`config.mk`:
```
export PLATFORM = sky130hd
export DESIGN_NAME = decimal_adjust_bit_complement
export DESIGN_NICKNAME = d
export VERILOG_FILES = /design/src/rtl/dabc_pkg.sv /design/src/rtl/adjust_if.sv /design/src/rtl/decimal_adjust_bit_complement.sv /design/src/rtl/decimal_correct.sv
export VERILOG_INCLUDE_DIRS = /design/src /design/src/rtl
export SDC_FILE = /design/constraint.sdc
export NUM_CORES = 1
export LEC_CHECK = 0
export BUFFER_PORTS_ARGS = -buffer_cell sky130_fd_sc_hd__buf_2
export CAP_MARGIN = 15
export CORE_UTILIZATION = 25
export CTS_CLUSTER_SIZE = 12
export DETAILED_ROUTE_END_ITERATION = 12
export PLACE_DENSITY = 0.58
export SYNTH_ARGS = -nofsm -noshare
export SYNTH_HDL_FRONTEND = slang
export SYNTH_SLANG_ARGS = --single-unit
```
`constraint.sdc`:
```
create_clock -name CORE_CLK -period 1 [get_ports CORE_CLK]
set_input_delay 0.2 -clock CORE_CLK [delete_from_list [all_inputs] [get_ports CORE_CLK]]
set_output_delay 0.2 -clock CORE_CLK [all_outputs]
set_load 0.03 [all_outputs]
```
`src/rtl/dabc_defs.svh`:
```
// constants for the decimal adjust and bit complement datapath slice
// Behaviour
// - low nibble above nine or half carry set adds six to accumulator.
// - low correction sets carry only on carry out of bit seven; never clears.
// - carry set or high nibble above nine adds six to the high nibble.
// - carry out of high nibble sets carry; no carry leaves it unchanged.
// - decimal adjust leaves the overflow flag untouched.
// - whole correction in one cycle, adding 00H, 06H, 60H or 66H.
// - decimal adjust is one-byte opcode 1101_0100, one machine cycle.
// - bit invert flips the addressed bit; opcode plus bit address, one cycle.
`ifndef DABC_DEFS_SVH
`define DABC_DEFS_SVH

`define DABC_OP_DECIMAL_ADJUST 8'hD4
`define DABC_OP_INVERT_BIT     8'hB2
`define DABC_PSW_CARRY         7
`define DABC_PSW_HALF_CARRY    6
`define DABC_PSW_OVERFLOW      2
`define DABC_DIGIT_MAX         4'h9
`define DABC_LOW_FIX           8'h06
`define DABC_HIGH_FIX          8'h60
`define DABC_RESET_BYTE        8'h00
`define DABC_RESET_BIT         1'h0

`endif

```
`src/rtl/dabc_pkg.sv`:
```
// types shared by the datapath slice
package dabc_pkg;

	typedef enum logic [1:0] {
		OP_NONE,
		OP_DECIMAL_ADJUST,
		OP_INVERT_BIT
	} op_kind_t;

	typedef struct packed {
		logic [7:0] acc;
		logic [7:0] program_status_word;
		logic [7:0] bit_addr;
		logic       bit_val;
		logic       acc_we;
		logic       psw_we;
		logic       bit_we;
		logic       done;
	} slice_state_t;

endpackage

```
`src/rtl/adjust_if.sv`:
```
// carrier between the slice and its decimal correction unit
`timescale 1ns/1ps
interface adjust_if;
	logic [7:0] acc;
	logic       carry_in;
	logic       half_carry_in;
	logic [7:0] result;
	logic       carry_out;
	logic [7:0] addend;

	modport calc (
		input  acc,
		input  carry_in,
		input  half_carry_in,
		output result,
		output carry_out,
		output addend
	);

	modport user (
		output acc,
		output carry_in,
		output half_carry_in,
		input  result,
		input  carry_out,
		input  addend
	);
endinterface

```
`src/rtl/decimal_adjust_bit_complement.sv`:
```
// decimal adjust and addressable bit invert slice of the core datapath
`timescale 1ns/1ps
`include "dabc_defs.svh"
module decimal_adjust_bit_complement (
	input  wire logic       CORE_CLK,
	input  wire logic       RST_N,
	input  wire logic       OP_VALID,
	input  wire logic [7:0] OPCODE,
	input  wire logic [7:0] OPERAND,
	input  wire logic [7:0] ACC_IN,
	input  wire logic [7:0] PSW_IN,
	input  wire logic       BIT_IN,
	output logic      [7:0] ACC_OUT,
	output logic            ACC_WE,
	output logic      [7:0] PSW_OUT,
	output logic            PSW_WE,
	output logic      [7:0] BIT_ADDR_OUT,
	output logic            BIT_OUT,
	output logic            BIT_WE,
	output logic            DONE
);
	dabc_pkg::slice_state_t state;
	dabc_pkg::slice_state_t next_state;
	dabc_pkg::op_kind_t     op_kind;
	adjust_if               adj ();

	decimal_correct u_correct (
		.port (adj.calc)
	);

	assign adj.acc           = ACC_IN;
	assign adj.carry_in      = PSW_IN[`DABC_PSW_CARRY];
	assign adj.half_carry_in = PSW_IN[`DABC_PSW_HALF_CARRY];

	always_comb begin
		op_kind = dabc_pkg::OP_NONE;
		if (OP_VALID) begin
			case (OPCODE)
				`DABC_OP_DECIMAL_ADJUST: op_kind = dabc_pkg::OP_DECIMAL_ADJUST;
				`DABC_OP_INVERT_BIT:     op_kind = dabc_pkg::OP_INVERT_BIT;
				default:                 op_kind = dabc_pkg::OP_NONE;
			endcase
		end
	end

	always_comb begin
		next_state        = state;
		next_state.acc_we = 1'b0;
		next_state.psw_we = 1'b0;
		next_state.bit_we = 1'b0;
		next_state.done   = 1'b0;
		case (op_kind)
			dabc_pkg::OP_DECIMAL_ADJUST: begin
				// result lands one edge after the opcode: one machine cycle
				next_state.acc    = adj.result;
				// only the carry bit may change; overflow and half carry ride through
				next_state.program_status_word    = PSW_IN;
				next_state.program_status_word[`DABC_PSW_CARRY] = adj.carry_out;
				next_state.acc_we = 1'b1;
				next_state.psw_we = 1'b1;
				next_state.done   = 1'b1;
			end
			dabc_pkg::OP_INVERT_BIT: begin
				// the caller supplies the latch value, not the pin, for port bits
				next_state.bit_addr = OPERAND;
				next_state.bit_val  = ~BIT_IN;
				next_state.bit_we   = 1'b1;
				next_state.done     = 1'b1;
			end
			default: begin
				next_state.done = 1'b0;
			end
		endcase
	end

	always_ff @(posedge CORE_CLK or negedge RST_N) begin
		if (!RST_N) begin
			state.acc      <= `DABC_RESET_BYTE;
			state.program_status_word      <= `DABC_RESET_BYTE;
			state.bit_addr <= `DABC_RESET_BYTE;
			state.bit_val  <= `DABC_RESET_BIT;
			state.acc_we   <= 1'b0;
			state.psw_we   <= 1'b0;
			state.bit_we   <= 1'b0;
			state.done     <= 1'b0;
		end else begin
			state <= next_state;
		end
	end

	assign ACC_OUT      = state.acc;
	assign ACC_WE       = state.acc_we;
	assign PSW_OUT      = state.program_status_word;
	assign PSW_WE       = state.psw_we;
	assign BIT_ADDR_OUT = state.bit_addr;
	assign BIT_OUT      = state.bit_val;
	assign BIT_WE       = state.bit_we;
	assign DONE         = state.done;
endmodule

```
`src/rtl/decimal_correct.sv`:
```
// two-step packed-BCD correction of the accumulator, purely combinational
`timescale 1ns/1ps
`include "dabc_defs.svh"
module decimal_correct (
	adjust_if.calc port
);
	logic [8:0] low_sum;
	logic [8:0] high_sum;
	logic       low_fix;
	logic       high_fix;
	logic       carry_mid;

	always_comb begin
		low_fix   = (port.acc[3:0] > `DABC_DIGIT_MAX) || port.half_carry_in;
		low_sum   = {1'b0, port.acc} + {1'b0, (low_fix ? `DABC_LOW_FIX : 8'h00)};
		// only a ripple through bit seven counts, and a set carry stays set
		carry_mid = port.carry_in | low_sum[8];
		high_fix  = carry_mid || (low_sum[7:4] > `DABC_DIGIT_MAX);
		high_sum  = {1'b0, low_sum[7:0]} + {1'b0, (high_fix ? `DABC_HIGH_FIX : 8'h00)};
		port.carry_out = carry_mid | high_sum[8];
		port.result    = high_sum[7:0];
		port.addend    = port.result - port.acc;
	end
endmodule

```
==> results of run 1 <==
registers in the layout (all words and copies together), names as in the netlist:
signal	flops
ACC_OUT	8
BIT_ADDR_OUT	8
PSW_OUT	8
ACC_WE	1
BIT_OUT	1
BIT_WE	1
DONE	1
synthesized netlist by cell type (3+ instances only):
cell type | count | share of area
ha_1 | 6 | 0.052
dfrtp_1 | 28 | 0.49
nand2_1 | 4 | 0.010
mux2i_1 | 3 | 0.021
nor2_1 | 5 | 0.013
and2_1 | 3 | 0.013
mux2_2 | 19 | 0.15
inv_1 | 9 | 0.024
xnor2_1 | 3 | 0.018
critical path: cells and delay by family:
family,cells,cell delay [ps]
AOI/OAI and AO/OA,5,960
and+or+nand+nor,3,600
adders and majority gates,2,510
buffers and inverters,3,390
layer usage:
metal	vias up	global-route usage
met5	-	0
met4	0	0.0528
met3	6	0.0129
met2	31	0.285
met1	701	0.174
li1	670	-
per-stage QoR:
stage               utilization  setup TNS (ps)  worst slack (ps)
finish                    0.558          -12940             -1470
global route              0.558          -15050             -1550
CTS                       0.547          -12320             -1470
detailed placement        0.401          -19570             -1820
global placement          0.401          -19010             -1760
floorplan                     -          -13810             -1620
power groups by stage:
stage | logic [uW] | clock network, uW | registers (uW)
after floorplan | 206 | 0 | 1340
after global placement | 594 | 0 | 1240
after detailed placement | 605 | 0 | 1230
after CTS | 904 | 724 | 1230
after global routing | 1000 | 786 | 1230
final | 935 | 692 | 1230
worst paths after layout:
path / slack [ps] / endpoint
worst max-delay path: -1470 / PSW_OUT[7]
worst min-delay path: 120 / BIT_OUT
worst max register to register: 90 / ACC_OUT[1]
worst min register to register: 550 / ACC_OUT[0]
max in group asynchronous: 440 / PSW_OUT[4]
min in group asynchronous: 390 / BIT_ADDR_OUT[0]
repair_timing:
item / CTS / global route
hold endpoints to repair: 28 / 0
pin swaps: 24 / 13
buffers inserted: 34 / 5
setup endpoints to repair: 54 / 54
cloned: 1 / 0
hold buffers: 1 / 0
resized for setup: 117 / 5
kinds of logic (layout without fill, tap and decap cells):
logic type	Yosys count	count (layout)	synth area share
adders and majority gates	8	8	0.0801
buffers and inverters	13	143	0.0375
xor gates and xnor gates	4	4	0.0244
and+or+nand+nor	28	28	0.127
AOI/OAI and AO/OA	14	14	0.0732
DFF	28	28	0.488
muxes	22	22	0.170
area by class of cell:
cell class / count / area [um2]
repair buffers: 130 / 1220
fillers: 459 / 2430
clock buffers: 4 / 55.1
flip-flops and latches: 28 / 701
multi-input cells: 76 / 971
inverters: 9 / 33.8
well taps: 72 / 90.1
==> impl_metrics.env, run 1 <==
export IMPL_fin_cells=319
export IMPL_hp_start="BIT_IN"
export IMPL_core_um2=5510
export IMPL_diodes=0
export IMPL_fin_ws_ps=-1470
export IMPL_path_clk_slew_ps=100
export IMPL_grt_first_pass_wirelength_mm=7.07
export IMPL_drt_total_wl_mm=4.35
export IMPL_pin_count=65
export IMPL_synthesis_area_um2=1440
export IMPL_drc=0
export IMPL_fmax_mhz=404
export IMPL_insertion_delay_ps=270
export IMPL_ys_ff_latch=28
export IMPL_cts_htree_levels=1
export IMPL_p_leak_uw=0.00154
export IMPL_fin_crit_ps=2470
export IMPL_drt_pass1_iterations=6
export IMPL_drive_gt1_frac=0.749
export IMPL_grt_util_all_layers=0.150
export IMPL_vias=1408
export IMPL_critPathKind="primary input to flip-flop"
export IMPL_cts_tree="built"
export IMPL_layout_nets=292
export IMPL_worst_path_max_fanout=3
export IMPL_combPwrFrac=0.327
export IMPL_endpoint_kind="flip-flop"
export IMPL_die_area_um2=6050
export IMPL_synthesis_nets=161
export IMPL_viasPerCell=4.41
export IMPL_grt_ovfl_total=0
export IMPL_cp_slowest_cell="or4b_4"
export IMPL_start_kind="primary input"
export IMPL_worst_clock_skew_ps=0
export IMPL_synth_edff_count=0
export IMPL_rsz0062_at_grt="true"
export IMPL_final_cell_area_um2=3070
export IMPL_die_y_um=77.8
export IMPL_cts_sinks=28
export IMPL_wl_met3_um=92
export IMPL_rows=27
export IMPL_yosys_warnings=0
export IMPL_cp_startpoint="ACC_IN[1]"
export IMPL_cp_required_ps=1190
export IMPL_finalHoldViolCount=0
export IMPL_die_x_um=77.8
export IMPL_drt_iter0_markers=29
export IMPL_holdPathStages=2
export IMPL_grt_max_degree=29
export IMPL_power_uw=2860
export IMPL_arrival_ps=2670
export IMPL_placedInstanceArea_um2=2210
export IMPL_swShare=0.271
export IMPL_violations="setup timing"
export IMPL_p_switching_uw=775
export IMPL_highest_layer="met4"
export IMPL_drt_met1_wl_mm=1.74
export IMPL_power_density_nw_per_um2=930
export IMPL_drt_wirelength_per_cell_um=13.6
export IMPL_cpPeakStageDelay_ps=450
export IMPL_dpl_hpwl_mm=2.53
export IMPL_hold_ws_ps=120
export IMPL_yosys_cell_types_count=37
export IMPL_synthFlopType="dfrtp_1"
export IMPL_start_util=0.261
export IMPL_layout_commonest_cell="buf_6"
export IMPL_antenna_found_initial=0
export IMPL_setup_viol=52
export IMPL_worstMarginPinSlew_ps=250
export IMPL_finalMaxSlewViolations=0
export IMPL_post_route_period_util=2.47
export IMPL_clkPwrFrac=0.242
export IMPL_grt_pass1_vias=1490
export IMPL_worst_ir_drop_vdd_uv=625
export IMPL_drv_cap=0
export IMPL_cts_root_buffer="clkbuf_8"
export IMPL_crit_chain="buf_8 -> o21ai_4 -> nand2b_4 -> buf_4 -> ha_4 -> a21o_1 -> nand2_2 -> a221o_1 -> buf_6 -> ha_4 -> a21o_2 -> or4b_4 -> a41oi_2"
export IMPL_max_slew_margin_rel=0.832
export IMPL_cts_buffers=3
export IMPL_synthArstFlopShare=1.00
export IMPL_yosysSeqAreaShare=0.488
export IMPL_wl_met2_mm=2.45
export IMPL_r2r_start="ACC_OUT[1]"
export IMPL_synth_avg_cell_area_um2=12.3
export IMPL_cellInternalPower_uw=2080
export IMPL_area_delta_synth_final_pct=114
export IMPL_ff2ff_path_depth=2
export IMPL_dp_cells=276
export IMPL_gp_congestion=0.754
export IMPL_crit_top_cell="ha_4"
export IMPL_final_cell_mix="54 x buf_6, 40 x buf_4, 28 x dfrtp_1"
export IMPL_hp_class="primary input to flip-flop"
export IMPL_pwr_share_seq=0.430
export IMPL_status="complete, but fails checks"
export IMPL_port_buffers=64
export IMPL_ant_nets=0
export IMPL_postSynthCellCount=117
export IMPL_cts_buffer_depth=2
Power figures use the tool's default switching activity.
==> run 2: changes to the inputs <==
==> constraint.sdc (replaced) <==
create_clock -name CORE_CLK -period 1 [get_ports CORE_CLK]
set_input_delay 0.05 -clock CORE_CLK [delete_from_list [all_inputs] [get_ports CORE_CLK]]
set_output_delay 0.05 -clock CORE_CLK [all_outputs]
set_load 0.03 [all_outputs]
==> impl_metrics.env, run 2 (same netlist as run 1, synthesis figures left out) <==
export IMPL_status="complete, but fails checks"
export IMPL_violations="setup timing"
export IMPL_final_core_util=0.516
export IMPL_pin_count=65
export IMPL_combPwrFrac=0.274
export IMPL_drt_pass1_iterations=4
export IMPL_arrival_ps=2500
export IMPL_grt_util_all_layers=0.142
export IMPL_gp_congestion=0.750
export IMPL_finalHoldViolCount=0
export IMPL_antenna_found_initial=0
export IMPL_viasPerCell=4.31
export IMPL_dp_cells=276
export IMPL_critPathKind="primary input to flip-flop"
export IMPL_worstMarginPinSlew_ps=343
export IMPL_p_leak_uw=0.00145
export IMPL_start_kind="primary input"
export IMPL_worst_clock_skew_ps=0
export IMPL_cts_buffers=3
export IMPL_fin_crit_ps=2300
export IMPL_cts_tree="built"
export IMPL_drt_iter0_markers=38
export IMPL_drc=0
export IMPL_diodes=0
export IMPL_place_ws_ps=-1680
export IMPL_final_cell_mix="56 x buf_2, 28 x dfrtp_1, 25 x buf_4"
export IMPL_placedInstanceArea_um2=2210
export IMPL_hp_class="primary input to flip-flop"
export IMPL_drt_total_wl_mm=4.04
export IMPL_endpoint_kind="flip-flop"
export IMPL_fin_cells=309
export IMPL_clkPwrFrac=0.310
export IMPL_vias=1333
export IMPL_port_buffers=64
export IMPL_final_cell_area_um2=2840
export IMPL_cp_startpoint="ACC_IN[2]"
export IMPL_start_util=0.261
export IMPL_critPathCapture="PSW_OUT[7]"
export IMPL_cts_root_buffer="clkbuf_8"
export IMPL_rr_endpoint="BIT_ADDR_OUT[3]"
export IMPL_rsz0062_at_grt="true"
export IMPL_grt_ovfl_total=0
export IMPL_cts_sinks=28
export IMPL_max_slew_margin_rel=0.772
export IMPL_setup_viol=25
export IMPL_post_route_period_util=2.30
export IMPL_cts_htree_levels=1
export IMPL_area_delta_synth_final_pct=97.9
export IMPL_hp_start="OPERAND[1]"
export IMPL_ant_nets=0
export IMPL_rows=27
export IMPL_insertion_delay_ps=270
export IMPL_grt_pass1_vias=1415
export IMPL_layout_nets=282
export IMPL_grt_max_degree=17
export IMPL_swShare=0.262
export IMPL_ff2ff_path_depth=1
export IMPL_fillers=468
export IMPL_cts_buffer_depth=2
export IMPL_drt_wirelength_per_cell_um=13.1
export IMPL_layout_commonest_cell="buf_2"
export IMPL_die_y_um=77.8
export IMPL_r2r_start="BIT_ADDR_OUT[3]"
export IMPL_die_area_um2=6050
export IMPL_fin_ws_ps=-1300
export IMPL_fmax_mhz=435
export IMPL_finalMaxSlewViolations=0
export IMPL_worst_path_max_fanout=3
export IMPL_worst_ir_drop_vdd_uv=843
export IMPL_die_x_um=77.8
export IMPL_dpl_hpwl_mm=2.61
export IMPL_cp_required_ps=1210
export IMPL_drive_gt1_frac=0.679
export IMPL_grt_first_pass_wirelength_mm=6.76
export IMPL_rrSetupSlack_ps=220
export IMPL_p_switching_uw=764
export IMPL_path_clk_slew_ps=100
export IMPL_core_um2=5510
export IMPL_drv_cap=0
export IMPL_power_density_nw_per_um2=1020
export IMPL_pwr_share_seq=0.417
export IMPL_cellInternalPower_uw=2150
## run 2: changes by cell type in the layout (fill, tap and decap cells not counted), moves of 13 or more
cell,before,now
buf_4,40,25
buf_6,54,16
dlygate4sd3_1,1,14
buf_2,26,56
## run 2: routing by layer
layer / vias up / share of wire / global-route usage
li1: 653 / - / -
met1: 646 / 0.40 / 0.164
met2: 32 / 0.56 / 0.273
met3: 2 / 0.029 / 0.0200
met4: 0 / 0.0069 / 0.0321
met5: - / 0 / 0
## run 2: power groups by stage
stage	sequential (uW)	combinational [uW]	clock, uW
final	1210	797	902
after global routing	1220	862	1000
after CTS	1210	748	941
after detailed placement	1240	599	0
after global placement	1240	593	0
after floorplan	1340	206	0
## run 2: layout make-up
cell class | instances | area, um2 | share of cell area
sequential | 28 | 701 | 0.246
timing repair buffer | 120 | 973 | 0.342
clock inverter | 1 | 30.0 | 0.0106
inverter | 9 | 33.8 | 0.0119
clock buffer | 3 | 41.3 | 0.0145
multi-input combinational | 76 | 973 | 0.342
tap | 72 | 90.1 | 0.0317
## run 2: repair_timing
| action | 4_1_cts | 5_1_grt |
|---|---|---|
| setup buffers | 10 | 5 |
| endpoints found under the setup margin | 24 | 25 |
| hold endpoints to repair | 39 | 2 |
| resized for setup | 41 | 11 |
| cloned | 2 | 0 |
| hold buffers | 12 | 2 |
| pin swaps | 20 | 11 |
## run 2: critical path: stages
cell,delay (ps)
buf_8,100
o21ai_4,150
nand2b_4,90
ha_4,160
inv_2,40
fa_2,200
nand3b_4,160
nor3_4,50
a221o_1,410
buf_6,150
ha_4,250
a21o_4,110
or4b_4,450
a41oi_2,130
## run 2: worst min-delay path by stage
stage	depth (start not counted)	to
after floorplan	0	ACC_OUT[0]
after global placement	1	BIT_ADDR_OUT[5]
after detailed placement	1	BIT_ADDR_OUT[5]
after CTS	2	PSW_OUT[5]
after global routing	2	BIT_ADDR_OUT[1]
final	2	BIT_ADDR_OUT[1]
## run 2: metrics by stage
stage / hold slack, ps / total power, uW / TNS [ps]
floorplan: -246 / 1550 / -10050
global placement: -25.6 / 1830 / -14790
detailed placement: -22.8 / 1840 / -15360
CTS: 2.52 / 2900 / -7510
global route: 0.532 / 3080 / -9510
finish: 10.4 / 2910 / -8410
